--- config.mk ---
export PLATFORM = sky130hd
export DESIGN_NAME = lsm_alarm_ctrl
export DESIGN_NICKNAME = d
export VERILOG_FILES = /design/src/hdl/lsm_pkg.sv /design/src/hdl/lsm_alarm_ctrl.sv /design/src/hdl/lsm_bit_map.sv
export SDC_FILE = /design/constraint.sdc
export NUM_CORES = 1
export LEC_CHECK = 0
export ABC_AREA = 1
export BUFFER_PORTS_ARGS = -buffer_cell sky130_fd_sc_hd__buf_4
export CAP_MARGIN = 0
export CELL_PAD_IN_SITES_DETAIL_PLACEMENT = 1
export CELL_PAD_IN_SITES_GLOBAL_PLACEMENT = 1
export CORE_MARGIN = 5
export CORE_UTILIZATION = 30
export CTS_CLUSTER_SIZE = 30
export DETAILED_ROUTE_END_ITERATION = 12
export GPL_TIMING_DRIVEN = 0
export PLACE_DENSITY = 0.83
export RECOVER_POWER = 50
export SYNTH_ARGS = -nofsm -noshare
export SYNTH_HDL_FRONTEND = slang
export SYNTH_SLANG_ARGS = --single-unit
--- constraint.sdc ---
create_clock -name i_mclk -period 1.1 [get_ports i_mclk]
set_input_delay 0.11 -clock i_mclk [delete_from_list [all_inputs] [get_ports i_mclk]]
set_output_delay 0.11 -clock i_mclk [all_outputs]
set_load 0.1 [all_outputs]
--- src/hdl/lsm_pkg.sv ---
`default_nettype none
package lsm_pkg;

  // Register offsets on the internal register port
  localparam logic [7:0] LSM_OFS_CONFIG = 8'h00;
  localparam logic [7:0] LSM_OFS_STATUS = 8'h01;
  localparam logic [7:0] LSM_OFS_MASK   = 8'h03;

  // Control register field positions
  localparam int LSM_CFG_START_BIT = 0;
  localparam int LSM_CFG_INTEN_BIT = 1;
  localparam int LSM_CFG_ICLR_BIT  = 3;
  localparam int LSM_CFG_INIT_BIT  = 7;

  // Values after reset or initialization
  localparam logic [7:0] LSM_CONFIG_RST = 8'h08;
  localparam logic [7:0] LSM_STATUS_RST = 8'h00;
  localparam logic [7:0] LSM_MASK_RST   = 8'h00;

  // Implemented bits of status and mask per input mode
  localparam logic [7:0] LSM_VALID_M0 = 8'hff;
  localparam logic [7:0] LSM_VALID_M1 = 8'hff;
  localparam logic [7:0] LSM_VALID_M2 = 8'h8f;
  localparam logic [7:0] LSM_VALID_M3 = 8'hbf;

  // Slot that carries the temperature alarm outside mode 1
  localparam int LSM_TEMP_BIT = 7;

  typedef enum logic [1:0] {
    LSM_MODE_SINGLE = 2'h0,
    LSM_MODE_SINGLE8 = 2'h1,
    LSM_MODE_DIFF   = 2'h2,
    LSM_MODE_MIXED  = 2'h3
  } lsm_mode_t;

  // Comparator events, one bit per status slot, one-cycle pulses
  typedef struct packed {
    logic [7:0] above_high;
    logic [7:0] below_low;
  } lsm_alarm_evt_t;

  // Decoded control register bits
  typedef struct packed {
    logic start;
    logic int_en;
    logic int_clear;
  } lsm_cfg_t;

endpackage
`default_nettype wire

--- src/hdl/lsm_alarm_ctrl.sv ---
`timescale 1ns/1ps
`default_nettype none
module lsm_alarm_ctrl
(
  input  wire  logic                    i_mclk,
  input  wire  logic                    i_rst_n,
  input  wire  logic                    i_ce,
  input  wire  logic [7:0]              i_reg_addr,
  input  wire  logic                    i_reg_wr,
  input  wire  logic                    i_reg_rd,
  input  wire  logic [7:0]              i_reg_wdata,
  output logic [7:0]                    o_reg_rdata,
  input  wire  lsm_pkg::lsm_mode_t      i_mode,
  input  wire  logic [7:0]              i_chan_disable,
  input  wire  lsm_pkg::lsm_alarm_evt_t i_evt,
  output logic                          o_monitor_run,
  output logic                          o_int_out,
  output logic                          o_int_oe,
  output logic                          o_int_n
);
  import lsm_pkg::*;

  // Register state and its next values
  logic [7:0] config_q;
  logic [7:0] next_config;
  logic [7:0] status_q;
  logic [7:0] next_status;
  logic [7:0] mask_q;
  logic [7:0] next_mask;
  logic [7:0] rdata_q;
  logic [7:0] next_rdata;
  logic       int_oe_q;
  logic       next_int_oe;
  // Decoded strobes and views of the register state
  logic [7:0] valid;
  logic [7:0] set_evt;
  logic       wr_cfg;
  logic       wr_mask;
  logic       do_init;
  logic       run;
  logic       pending;
  lsm_cfg_t   cfg;

  // Control bits that read back; init and reserved bits read as zero
  localparam logic [7:0] CFG_RD_MASK = (8'h01 << LSM_CFG_START_BIT) |
                                       (8'h01 << LSM_CFG_INTEN_BIT) |
                                       (8'h01 << LSM_CFG_ICLR_BIT);

  // Every field must fit the byte; a stray one would silently vanish
  if (LSM_CFG_START_BIT > 7 || LSM_CFG_INTEN_BIT > 7 ||
      LSM_CFG_ICLR_BIT > 7 || LSM_CFG_INIT_BIT > 7 ||
      LSM_TEMP_BIT > 7)
  begin : g_field_check
    $error("lsm_alarm_ctrl control field lies outside the byte");
  end

  // Decoded control bits
  // int_clear doubles as the loop stop, so it gates events and pin
  assign cfg.start     = config_q[LSM_CFG_START_BIT];
  assign cfg.int_en    = config_q[LSM_CFG_INTEN_BIT];
  assign cfg.int_clear = config_q[LSM_CFG_ICLR_BIT];

  // Write decode; the status offset has no write path at all
  // Writes to unmapped offsets fall through and change nothing
  assign wr_cfg  = i_reg_wr && (i_reg_addr == LSM_OFS_CONFIG);
  assign wr_mask = i_reg_wr && (i_reg_addr == LSM_OFS_MASK);
  // Init acts as a strobe and is never stored, so it self-clears
  assign do_init = wr_cfg && i_reg_wdata[LSM_CFG_INIT_BIT];

  // Monitoring runs only when started and not held by interrupt clear
  // Events that arrive while stopped are dropped, not queued
  assign run = cfg.start & ~cfg.int_clear;

  // Per-mode slot layout and event qualification live apart
  lsm_bit_map
  #(
    .WIDTH          (8)
  )
  u_map
  (
    .i_mode         (i_mode),
    .i_evt          (i_evt),
    .i_chan_disable (i_chan_disable),
    .i_run          (run),
    .o_valid        (valid),
    .o_set          (set_evt)
  );

  // Control register; init loads defaults so its own bit never sticks
  // Only implemented bits are kept; reserved ones stay zero
  always_comb
  begin
    next_config = config_q;
    if (do_init)
    begin
      next_config = LSM_CONFIG_RST;
    end
    else if (wr_cfg)
    begin
      next_config = 8'h00;
      next_config[LSM_CFG_START_BIT] = i_reg_wdata[LSM_CFG_START_BIT];
      next_config[LSM_CFG_INTEN_BIT] = i_reg_wdata[LSM_CFG_INTEN_BIT];
      next_config[LSM_CFG_ICLR_BIT]  = i_reg_wdata[LSM_CFG_ICLR_BIT];
    end
  end

  // i_ce low freezes every register here, the pin drive included
  always_ff @(posedge i_mclk or negedge i_rst_n)
  begin
    if (!i_rst_n)
      config_q <= LSM_CONFIG_RST;
    else if (i_ce)
      config_q <= next_config;
  end

  // Sticky alarm bits; an event in the init cycle still lands
  // Slots outside the current layout drop out at every update, so a
  // mode change hides them and later forgets them
  always_comb
  begin
    next_status = status_q;
    if (do_init)
      next_status = LSM_STATUS_RST;
    // Set wins over init so no alarm is lost across the clear
    next_status = (next_status | set_evt) & valid;
  end

  always_ff @(posedge i_mclk or negedge i_rst_n)
  begin
    if (!i_rst_n)
      status_q <= LSM_STATUS_RST;
    else if (i_ce)
      status_q <= next_status;
  end

  // Mask register; reserved positions are dropped on write
  // A masked alarm still shows in status; only the pin ignores it
  always_comb
  begin
    next_mask = mask_q;
    if (do_init)
      next_mask = LSM_MASK_RST;
    else if (wr_mask)
      next_mask = i_reg_wdata & valid;
  end

  always_ff @(posedge i_mclk or negedge i_rst_n)
  begin
    if (!i_rst_n)
      mask_q <= LSM_MASK_RST;
    else if (i_ce)
      mask_q <= next_mask;
  end

  // Read data one cycle after the strobe; unmapped offsets read zero
  // A read in the cycle of a write to the same offset sees the old value
  // Read data holds between reads, so it may be sampled late
  always_comb
  begin
    next_rdata = rdata_q;
    if (i_reg_rd)
    begin
      case (i_reg_addr)
        LSM_OFS_CONFIG: next_rdata = config_q & CFG_RD_MASK;
        LSM_OFS_STATUS: next_rdata = status_q & valid;
        LSM_OFS_MASK:   next_rdata = mask_q & valid;
        default:        next_rdata = 8'h00;
      endcase
    end
  end

  always_ff @(posedge i_mclk or negedge i_rst_n)
  begin
    if (!i_rst_n)
      rdata_q <= 8'h00;
    else if (i_ce)
      rdata_q <= next_rdata;
  end

  // Any unmasked alarm asks for the pin
  // Reserved slots are cut again in case the mode has just changed
  assign pending = |(status_q & ~mask_q & valid);

  // Pin drive is registered so the pad never glitches on decode
  // Cost: the pin follows a new alarm one clock late
  // It is held low only by the gated request, never by a raw bit
  always_comb
  begin
    next_int_oe = pending & cfg.int_en & ~cfg.int_clear;
  end

  always_ff @(posedge i_mclk or negedge i_rst_n)
  begin
    if (!i_rst_n)
      int_oe_q <= 1'b0;
    else if (i_ce)
      int_oe_q <= next_int_oe;
  end

  // Open-drain style: only ever pulls low, released otherwise
  // The line is never driven high; the board pull-up does that
  assign o_int_out     = 1'b0;
  assign o_int_oe      = int_oe_q;
  assign o_int_n       = ~int_oe_q;

  // Register side views
  assign o_reg_rdata   = rdata_q;
  assign o_monitor_run = run;

endmodule
`default_nettype wire

--- src/hdl/lsm_bit_map.sv ---
`timescale 1ns/1ps
`default_nettype none
module lsm_bit_map
#(
  parameter int WIDTH = 8
)
(
  input  wire  lsm_pkg::lsm_mode_t      i_mode,
  input  wire  lsm_pkg::lsm_alarm_evt_t i_evt,
  input  wire  logic [WIDTH-1:0]        i_chan_disable,
  input  wire  logic                    i_run,
  output logic [WIDTH-1:0]              o_valid,
  output logic [WIDTH-1:0]              o_set
);
  import lsm_pkg::*;

  // The layout is fixed at one byte; wider maps have no meaning
  if (WIDTH != 8)
  begin : g_width_check
    $error("lsm_bit_map supports WIDTH of 8 only");
  end

  // Implemented slots for the current mode; reserved slots never set
  always_comb
  begin
    case (i_mode)
      LSM_MODE_SINGLE:  o_valid = LSM_VALID_M0;
      LSM_MODE_SINGLE8: o_valid = LSM_VALID_M1;
      LSM_MODE_DIFF:    o_valid = LSM_VALID_M2;
      LSM_MODE_MIXED:   o_valid = LSM_VALID_M3;
      default:          o_valid = LSM_VALID_M0;
    endcase
  end

  // Per slot set condition; temperature slot only trips on its high limit
  genvar g;
  generate
    for (g = 0; g < WIDTH; g = g + 1)
    begin : g_slot
      logic temp_only;
      assign temp_only = (g == LSM_TEMP_BIT) &&
                         (i_mode != LSM_MODE_SINGLE8);
      // Disabled channels and a stopped loop raise nothing
      assign o_set[g] = i_run & o_valid[g] & ~i_chan_disable[g] &
                        (i_evt.above_high[g] |
                         (i_evt.below_low[g] & ~temp_only));
    end
  endgenerate

endmodule
`default_nettype wire

==> results of run 1 <==
==> registers in the layout, summed over array words and instances (netlist names) <==
| signal | cells |
|---|---|
| status_q | 8 |
| config_q | 3 |
| o_int_oe | 1 |
| mask_q | 8 |
| o_reg_rdata | 8 |
==> timing repair <==
item / 4_1_cts / 5_1_grt
pin swaps: 2 / 2
setup buffers: 3 / 3
endpoints found under the hold margin: 27 / 0
gates cloned: 0 / 0
gates resized for setup: 18 / 9
hold buffers: 1 / 0
setup endpoints to repair: 7 / 12
==> report_power, final <==
part           total (W)  leakage [nW]  switching, W  internal (W)
clock           0.000832        0.0357      0.000345      0.000488
combinational   0.000522         0.871      0.000327      0.000196
sequential       0.00109         0.341     0.0000258       0.00107
total            0.00245          1.25      0.000697       0.00175
==> synthesized netlist by cell type <==
library cell	instances
nand3_4	1
a21boi_0	1
nand3_2	1
a21oi_1	6
o22ai_1	3
inv_1	21
buf_4	2
buf_2	2
nand2_4	1
nor3_2	1
or2_2	2
inv_2	3
a31o_2	1
nand2_2	1
conb_1	1
nand4_1	3
nor4_1	3
o211ai_1	1
nor3_4	1
nor2_2	3
nor2_1	21
nor3b_1	1
o21ai_0	14
nand2_1	68
nand3_1	20
nand4_2	1
dfstp_2	1
nor2_4	1
nor2_8	1
nor3_1	5
dfrtp_1	27
nand4_4	1
==> metrics by stage <==
stage / total power (W) / instance area (um2) / utilization [%] / setup TNS (ns)
2_1_floorplan: 0.00138 / 1660 / - / -1.56
5_1_grt: 0.00255 / 2380 / 45.7 / -0.775
3_5_place_dp: 0.00160 / 2160 / 41.5 / -3.09
6_report: 0.00245 / 2380 / 45.7 / -0.276
3_3_place_gp: 0.00159 / 2160 / 41.5 / -1.99
4_1_cts: 0.00245 / 2330 / 44.7 / -0.291
==> per-layer routing <==
metal  wire length, um  part of all wire [%]  vias to the layer above  global-route usage (%)
li1                  -                     -                      842                       -
met1              2280                    44                      800                    20.0
met2              2670                    51                       37                    27.3
met3               241                   4.6                        2                    3.16
met4                14                  0.27                        0                    2.63
met5                 0                     0                        -                       0
==> worst register-to-register path, delay by kind of cell (launching register included) <==
kind	cells	cell delay [ns]
simple gates	5	0.32
compound gates	1	0.10
buf+inv	1	0.08
flops	1	0.57
==> path summary, 6_finish.rpt <==
check | to | slack, ns | depth (start not counted)
max | o_monitor_run | -0.09 | 2
min | mask_q[2] | 0.03 | 3
max reg2reg | status_q[4] | -0.06 | 7
min reg2reg | o_reg_rdata[7] | 0.50 | 2
max in group asynchronous | o_int_oe | 0.16 | 2
min in group asynchronous | config_q[1] | 0.41 | 2
==> area by class of cell <==
class                           count  area (um2)
Buffer                              4        25.0
Clock buffer                        3        41.3
Clock inverter                      1        30.0
Fill cell                         660        2830
Inverter                           24        96.3
Multi-Input combinational cell    163         875
Sequential cell                    28         716
Tap cell                           70        87.6
Timing Repair Buffer               62         507
==> logic make-up (layout without fill, tap and decap cells) <==
kind of cell,after synthesis,count (layout)
other cells,1,1
compound gates,26,26
simple gates,136,136
buf+inv,28,94
flops,28,28
==> results list, run 1 <==
- The flow ran to the end, but the final reports show violations.
- The final reports fail on setup timing.
- Post-route setup slack: -0.0877 ns
- Slew at the pin with the worst max-slew slack: 0.724 ns
- Adder-cell share of the synthesized area: 0%
- Post-DP HPWL: 4040 um
* Antenna Violating Nets Remaining: 0
- Path type of the worst setup path: flop to primary output
* Worst-case headroom to the max-slew limit: 51.7%
- The synthesized design contains 28 register bits.
- The share of the Yosys chip area taken by registers is 42.9%.
- Of the post-synthesis cell area, the part taken by muxes is 0%.
- Buffers placed on the I/O ports in this run total 55.
- The initial utilization of the core area, before any placement, comes to 31.4%.
- Iteration-0 DRC count of the detailed router: 57
* Proportion of netlist area held by the largest area contributor: 41.3%
- During synthesis, Yosys emitted a total of 0 warnings.
- CTS built an H-tree with a depth of 1.
- Placeable core region: 5200 um2
- Synthesized-area fraction occupied by and/or/nand/nor cells: 41.1%
* Largest area contributor in the synthesized netlist: dfrtp_1
* Series of cell instances along the critical path: nor2_4, buf_12
- Fraction of final layout cells with drive strength greater than 1: 38.6%
- The library cells used most frequently in the layout, excluding fill and tap cells, are 68 x nand2_1, 58 x buf_4, 20 x nor2_1, 20 x nand3_1.
- Fin Hold WS: 0.0305 ns
- Counting both buffers and inverters, the worst setup path holds a total of 1.
- Data arrives at the worst endpoint at 1.08 ns.
* Total routed wirelength: 5210 um
- Fin crit period: 1.19 ns
- Startpoint of the most critical register-to-register path: config_q[3]
- Number of placement rows: 26
- Of the total synthesized cell area, the portion taken by XOR and XNOR cells is 0%.
- Maximum vdd drop: 0.000746 V
* Via Count: 1681
* Maximum fanout count along the critical path: 3
* Overall die width: 83.8 um
- The cell sitting at the root of the clock tree is a clkbuf_8.
* Number of top-level pins: 59
* Endpoint kind of the worst setup timing path: primary output
- Static leakage power: 1.25 nW
* TritonCTS Buffers: 3
- The first detailed-routing pass ran for 4 iterations.
* Antenna violations before repair: 0
- After global routing the overflow that remains totals 0.
- CTS tree: yes
- Before CTS, the worst setup slack after placement is -0.177 ns.
- Synthesized area per cell: 7.47 um2
- Power density of the placed cells: 1030 nW/um2
* Number of max-slew violations in the final report: 0
* Max stage delay on crit path: 0.57 ns
- First element of the critical path: config_q[3]
* Max frequency: 842 MHz
* Crit-path leading delay family: flip-flops
- Number of hold-slack violations in the final timing report: 0
* Post-detailed-route DRC marker count: 0
- Final estimated routing congestion in global placement: 0.862
- Across the run, the number of max-cap violations was 0.
- Via count of the first global-routing pass: 1926
* Global-route wire length before repair: 9100 um
- Unrepaired setup endpoints after global routing: yes
- Type of the worst min-delay path: input pin to flop
- Source of the worst hold timing path: i_reg_wdata[2]
- Die Area: 7030 um2
- Across every metal layer, demand over resource in global routing totals 15.6%.
- Synthesis produced a netlist with a net count of 266.
- Most common cell after layout, fill and taps aside: nand2_1
- Entering global routing, the biggest net connects 29 pins.
* Area grow syn2layout: 45.4%
- The worst setup path is launched from a flop.
- Yosys mapped the design onto 32 distinct sky130hd cell types.
- Setup violations remaining at the end of the flow were counted as 6.
- Per-cell via count in the routed design: 4.74
- Required time of the critical path: 0.99 ns
- Clock tree synthesis found a total of 28 sinks.
* Cell type of the slowest stage on the worst timing path: dfstp_2
- Synthesis produced a netlist whose cell count is 219.
- Ranking of synthesized cells by area: dfrtp_1 41%, nand2_1 16%, nand3_1 6.1%
- Share of the clock period used by the worst path after layout: 108%
* CTS clk-pin slew, worst paths: 0.10 ns
- Number of diodes: 0
- Layout Cells excl Fill: 355
* Number of nets in the layout: 333
* Worst-Skew Late Latency: 0.28 ns
* Clock Tree Buf Depth: 2
- The synthesized netlist occupies a cell area of 1640 um2.
- In this run the vertical extent of the chip is 83.8 um.
* Maximum clock skew at final layout: 0.00555 ns
- Including well taps, the total number of placed cells is 344.
- The synthesized netlist devotes 8.72% of its cell area to compound gates.
- Dividing the detail-routed wire length by the instance count gives 14.7 um.
- Main combinational cell family by area after synthesis: simple AND/OR/NAND/NOR gates
Power figures use the tool's default switching activity.
==> run 2, diff against run 1 <==
CELL_PAD_IN_SITES_DETAIL_PLACEMENT = default   (was 1)
CELL_PAD_IN_SITES_GLOBAL_PLACEMENT = default   (was 1)
PLACE_DENSITY = 0.65   (was 0.83)
==> run 2 against run 1 <==
- the flow still finishes with violations (setup timing)
- die area unchanged
- total power down 7.9%
- sequential cell count unchanged
- critical path depth unchanged
- fmax down 8.1%
- clock power down 22%
- hold slack better by 0.0025 ns
- first-iteration DRC count up 49%
- largest power group unchanged
==> results list, run 2 (synthesized netlist as in run 1, its figures left out) <==
- Result of the run: finished with violations
- Failing checks: setup timing
- H-Tree Level Count: 1
* Die Area: 7030 um2
- Across all layers, the routed design uses 1627 vias.
* Placeable core region: 5200 um2
- Power spread over the standard cell area amounts to 965 nW/um2.
* Antenna Violating Nets Remaining: 0
- Worst-Skew Late Latency: 0.28 ns
- Clock sink count: 28
- Once detailed placement completed, the half-perimeter wirelength came to 3590 um.
- Timing analysis after detailed placement gives a worst setup slack of -0.221 ns.
- Commonest non-fill, non-tap cells in the layout: 68 x nand2_1, 55 x buf_4, 20 x nor2_1, 20 x nand3_1
- The cell sitting at the root of the clock tree is a clkbuf_8.
- 59 I/O pins were placed.
- The total overflow left after global routing is 0.
- TritonCTS created 3 clock buffers.
- The worst setup path is launched from a flop.
- Series of cell instances along the critical path: nor2_4, buf_12
- At the end of routability-driven placement, the weighted congestion stood at 0.834.
- Data on the critical path is required at its endpoint by 0.99 ns.
- After clock tree synthesis, the clock-pin slew on the worst setup and hold paths is 0.10 ns.
- Total iterations of the first detailed-routing run: 4
* Total routed wirelength: 4530 um
* Layout Cells excl Fill: 353
* Post-Place Cell Area: 2160 um2
- Maximum fanout count along the critical path: 6
- Counting the fill cells in the layout gives 537.
- Post-route setup slack: -0.193 ns
- Number of max-slew violations in the final report: 0
- Path type of the worst setup path: flop to primary output
* Antenna violations before repair: 0
* Number of nets in the layout: 331
- The initialized floorplan defines 26 standard-cell rows.
- Cells with a size suffix above 1 make up 37.1% of the layout.
* Share of the clock period used by the worst path after layout: 118%
- Most common cell after layout, fill and taps aside: nand2_1
* Source of the worst hold timing path: i_reg_wdata[3]
- Max frequency: 774 MHz
* Area grow syn2layout: 42.8%
- Final setup TNS: -0.814 ns
- The tool flagged a number of max-cap violations equal to 0.
* Cell type of the slowest stage on the worst timing path: dfstp_2
- Startpoint of the most critical register-to-register path: config_q[3]
* Number of diodes: 0
- The worst setup path is captured at a primary output.
- CTS tree: yes
- Chip Height: 83.8 um
* Area used by multi-input combinational logic: 860 um2
- For this run, design rule violations remaining after detail routing come to 0.
- Starting Density: 31.4%
- For the final database, setup skew stands at 0.00429 ns.
* Worst-case headroom to the max-slew limit: 53.4%
* Static leakage power: 1.23 nW
- Slew at the pin with the worst max-slew slack: 0.699 ns
* Port-buffer cells: 55
- The most critical setup path has its startpoint at config_q[3].
* Largest net degree at the start of global routing: 29
* Global-route wire length before repair: 7770 um
* Fin crit period: 1.29 ns
- The path class of the tightest hold or removal check is input pin to flop.
- Global routing used 13.3% of the available tracks across all layers.
* Maximum vdd drop: 0.000427 V
- After detailed routing, the average wire length per cell comes to 12.8 um.
- Overall die width: 83.8 um
- The longest clock path from root to sink contains 2 buffers.
- Final count of negative-setup-slack endpoints: 9
* Unrepaired setup endpoints after global routing: yes
- STA puts the critical path data arrival time at 1.18 ns.
- In this design, the stage delay of the slowest critical-path cell is 0.63 ns.
* Via count of the first global-routing pass: 1640
- The finished cells cover 2330 um2.
- Post-Place Cells: 344
* Storage cell area: 716 um2
- The detailed router finished its first iteration with 85 violations.
- Number of hold-slack violations in the final timing report: 0
* Per-cell via count in the routed design: 4.61
## run 2: cell types whose count changed in the layout (fill, tap and decap cells not counted), sizes merged
cell	change
bufinv	-1
clkbuf	+1
buf	-2
## run 2: metal layers
| metal | track usage (%) | routed length [um] | share of wire (%) |
|---|---|---|---|
| met1 | 18.0 | 2000 | 44 |
| met2 | 21.7 | 2180 | 48 |
| met3 | 2.96 | 311 | 6.9 |
| met4 | 3.07 | 40 | 0.88 |
| met5 | 0 | 0 | 0 |
## run 2: final timing paths
check	slack (ns)	cells after the start	to
min in group asynchronous	0.40	2	o_reg_rdata[0]
worst min register to register	0.50	2	o_reg_rdata[4]
worst min-delay path	0.03	3	mask_q[3]
worst max register to register	-0.13	5	status_q[6]
worst max-delay path	-0.19	2	o_monitor_run
max in group asynchronous	0.18	2	o_int_oe
## run 2: cell type report
cell class / count / area share [%]
timing repair buffer: 60 / 21.2
sequential: 28 / 30.7
inverter: 24 / 4.13
buffer: 4 / 1.07
multi-input combinational: 163 / 36.8
tap: 70 / 3.75
clock buffer: 4 / 2.36
## run 2: worst max-delay path: cells and delay by family (launching register included)
kind / cells / cell delay (ns)
buffers and inverters: 1 / 0.17
DFF: 1 / 0.63
and+or+nand+nor: 1 / 0.09
## run 2: per-stage QoR
| step | total power, W | hold slack (ns) | utilization (%) |
|---|---|---|---|
| 3_5_place_dp | 0.00159 | 0.0517 | 41.5 |
| 5_1_grt | 0.00236 | 0.0437 | 44.9 |
| 2_1_floorplan | 0.00138 | -0.186 | - |
| 6_report | 0.00225 | 0.0330 | 44.9 |
| 3_3_place_gp | 0.00159 | 0.0510 | 41.5 |
| 4_1_cts | 0.00225 | 0.0334 | 44.0 |
## run 2: what timing repair did
action / 4_1_cts / 5_1_grt
setup buffers: 2 / 2
hold endpoints to repair: 27 / 0
hold buffers: 1 / 0
endpoints found under the setup margin: 9 / 11
pin swaps: 3 / 1
gates resized for setup: 15 / 10
## run 2: power by group
group | switching, W | internal, W | leakage [nW]
clock | 0.000332 | 0.000321 | 0.0288
sequential | 0.0000287 | 0.00107 | 0.341
combinational | 0.000310 | 0.000193 | 0.860
==> run 3, diff against run 2 <==
CTS_CLUSTER_SIZE = 8   (was 30)
PLACE_DENSITY = 0.64   (was 0.65)
SYNTH_HIERARCHICAL = 1   (was default)
==> run 3 against run 2 <==
- the run still ends with setup timing left
- total power is 23% higher
- count of clock-buffer cells in the layout is 1 lower
- final area is 14% higher
- fmax is 2.7% higher
- first-iteration DRC count is 62% higher
- clock skew is 0.0021 ns higher
- global-route usage is 0.29 points lower
- synthesized area is 13% higher
- critical endpoint unchanged
- largest power group unchanged
==> results list, run 3 <==
* Number of diodes: 0
- The die covers 7800 um2.
- Placeable core region: 5960 um2
- After synthesis, the share of flip-flops with an asynchronous set or reset is 100%.
- The critical path is of the flop to primary output type.
- Share of the clock period used by the worst path after layout: 114%
- Via count of the first global-routing pass: 1751
- Of all nets on the critical path, the largest fanout is 4.
- Endpoint of the worst hold path: status_q[0]
- Number of storage elements in the synthesis netlist: 28
- In the layout the commonest cells are 108 x nand2_1, 73 x buf_4, 33 x inv_1.
- In this run the worst hold path is classified as input pin to flop.
- In the post-synthesis netlist, the biggest area contributors are dfrtp_1 37%, nand2_1 23%, inv_1 7.3%.
- Entering global routing, the biggest net connects 29 pins.
- Result of the run: finished with violations
* Power density of the placed cells: 1040 nW/um2
* Reg-to-reg critical path endpoint: status_q[6]
* Post-DP HPWL: 3770 um
- In this run the critical register-to-register path is launched from config_q[0].
- Final count of negative-setup-slack endpoints: 9
* Port-buffer cells: 56
* Starting Density: 30.9%
- Number of enable-type register cells in the synthesized netlist: 0
* Total routed wirelength: 5020 um
* Synthesized area per cell: 6.67 um2
* Slew at the pin with the worst max-slew slack: 0.711 ns
- After layout, the minimum clock period comes to 1.26 ns.
- Overall die width: 88.3 um
- Hold Path Stages: 4
- Largest area contributor in the synthesized netlist: dfrtp_1
- The most used flip-flop cell after synthesis is dfrtp_1.
- Setup repair after global routing could not meet its margin everywhere.
- The longest clock path from root to sink contains 2 buffers.
* Total iterations of the first detailed-routing run: 4
* Area grow syn2layout: 44.8%
- Number of nets in the layout: 402
- Number of hold-slack violations in the final timing report: 0
- Sort of element at the start of the critical path: flop
- Number of max-slew violations in the final report: 0
* Number of placement rows: 28
- Sequential element share of the synthesized area: 38.1%
- Leaving out filler cells and counting taps, the final layout contains 429.
* Proportion of netlist area held by the largest area contributor: 36.7%
* Worst-case headroom to the max-slew limit: 52.6%
* H-Tree Level Count: 1
* Source of the worst hold timing path: i_chan_disable[0]
- Leading cell type by number of instances after synthesis: nand2_1
- In this run the remaining antenna-violating nets after routing total 0.
* Failing checks: setup timing
- The congestion estimate from routability-driven global placement came to 0.820.
- During synthesis, Yosys emitted a total of 6 warnings.
- Via Count: 1913
- Timing would allow up to 795 MHz.
* TritonCTS Buffers: 3
- Clock-pin slew was measured on the worst setup and hold paths at 0.10 ns.
- After detailed routing, the number of remaining DRC violations is 0.
* MaxCap Viol Count: 0
* Required time of the critical path: 0.99 ns
- Data on the critical path arrives at its endpoint at 1.15 ns.
- The initial antenna violation count came to 0.
- Commonest cells in the synthesized netlist: 111 x nand2_1, 36 x inv_1, 27 x dfrtp_1
- Maximum clock skew at final layout: 0.00641 ns
- Routed WL per cell: 11.7 um
- Chip Height: 88.3 um
- Measured in cells, the most critical reg-to-reg path has a length of 9.
- The synthesized netlist occupies a cell area of 1840 um2.
- After global routing the overflow that remains totals 0.
* Number of top-level pins: 59
* Number of different library cells in the post-synthesis netlist: 29
- The slowest stage of the critical path belongs to the cell dfrtp_1.
- Synthesis produced a netlist whose cell count is 276.
* Max stage delay on crit path: 0.37 ns
- In this run the static leakage power is 1.51 nW.
- Reg-to-reg setup timing slack: -0.09 ns
- IR analysis of the VDD net gives a maximum drop of 0.000465 V.
- Once routing completed, OpenROAD measured the worst setup slack at -0.159 ns.
- Clock latency on the worst-skew pair, taken at its later pin, is 0.28 ns.
- Overall fraction of global-route tracks in use: 13.1%
- On the critical path the largest part of the delay comes from flip-flops.
* Post-route core utilization: 44.7%
* Endpoint kind of the worst setup timing path: primary output
* Series of cell instances along the critical path: inv_2, nor2_4, buf_12
- TritonCTS built the clock tree.
- Clock Root Buffer: clkbuf_8
- The first global-routing pass estimated 8000 um of wire.
* Clock sink count: 28
* Fraction of final layout cells with drive strength greater than 1: 35.0%
- WP buf/inv: 2
- Most common cell after layout, fill and taps aside: nand2_1
- The first routing iteration left 138 violations.
- In this run, placement finished with an instance count of 411.
- Using the TritonRoute via totals, the vias-per-cell ratio works out to 4.46.
[run 3: cell types whose count changed after synthesis, moves of 3 or more]
cell | before | now
nand2_1 | 68 | 111
inv_1 | 21 | 36
o21ai_0 | 14 | 3
buf_4 | 2 | 9
o21ai_1 | 0 | 5
nand4_1 | 3 | 7
nor3_1 | 5 | 2
nor3_2 | 1 | 4
nor4_1 | 3 | 0
[run 3: layout make-up]
cell class,count,area (um2)
tap,75,93.8
clock inverter,1,30.0
buffer,11,82.6
inverter,40,158
clock buffer,3,41.3
fill,610,3290
sequential,28,716
timing repair buffer,70,567
multi-input combinational,201,977
[run 3: how the worst max path moves through the flow]
stage                      from             to  slack, ns  cells after the start
finish              config_q[0]  o_monitor_run      -0.16                      3
global route        config_q[0]  o_monitor_run      -0.20                      3
CTS                 config_q[0]  o_monitor_run      -0.12                      3
detailed placement    i_mode[1]       o_int_oe      -0.29                     10
global placement      i_mode[1]       o_int_oe      -0.29                     10
floorplan           config_q[0]    status_q[2]      -0.37                      8
[run 3: logic make-up (layout without fill, tap and decap cells)]
family	Yosys count	after routing	share of synthesized area, %
buffers and inverters	51	125	12.6
AND/OR/NAND/NOR	176	176	43.3
flip-flops	28	28	38.1
AO/OA/AOI/OAI	19	19	5.51
other	2	6	0.408
[run 3: power by group]
group,switching [W],internal [W],leakage [nW]
clock network,0.000344,0.000488,0.0357
logic,0.000443,0.000336,1.12
registers,0.0000581,0.00109,0.354
total,0.000845,0.00192,1.51
[run 3: worst register-to-register path, cell delays in order, from the launching register on]
cell and delay (ns):
dfrtp_1 0.37, inv_2 0.06, nor2_4 0.22, buf_6 0.15
nand2_2 0.04, nor3_2 0.10, inv_1 0.05, nand2_1 0.06
nand2_1 0.04, nand2_1 0.04
[run 3: repair_timing]
action	4_1_cts	5_1_grt
resized for setup	11	10
hold endpoints to repair	27	0
buffers inserted	3	10
hold buffers	1	0
pin swaps	1	6
endpoints found under the setup margin	10	12
[run 3: routing by layer]
layer	routed length (um)	GRT usage (%)	share of wire (%)	vias up
li1	-	-	-	999
met1	2310	17.7	46	858
met5	0	0	0	-
met4	40	2.47	0.80	0
met2	2390	21.9	48	50
met3	285	2.42	5.7	6
[run 3: through the flow]
step                total power [W]  TNS [ns]  cell area (um2)  worst slack (ns)  hold slack, ns
floorplan                   0.00159     -2.71             1890            -0.366          -0.186
global placement            0.00183     -3.75             2400            -0.291          0.0536
detailed placement          0.00184     -4.31             2400            -0.295          0.0594
CTS                         0.00270    -0.527             2550            -0.121          0.0603
global route                0.00290     -1.75             2670            -0.200          0.0784
finish                      0.00276    -0.671             2670            -0.159          0.0611
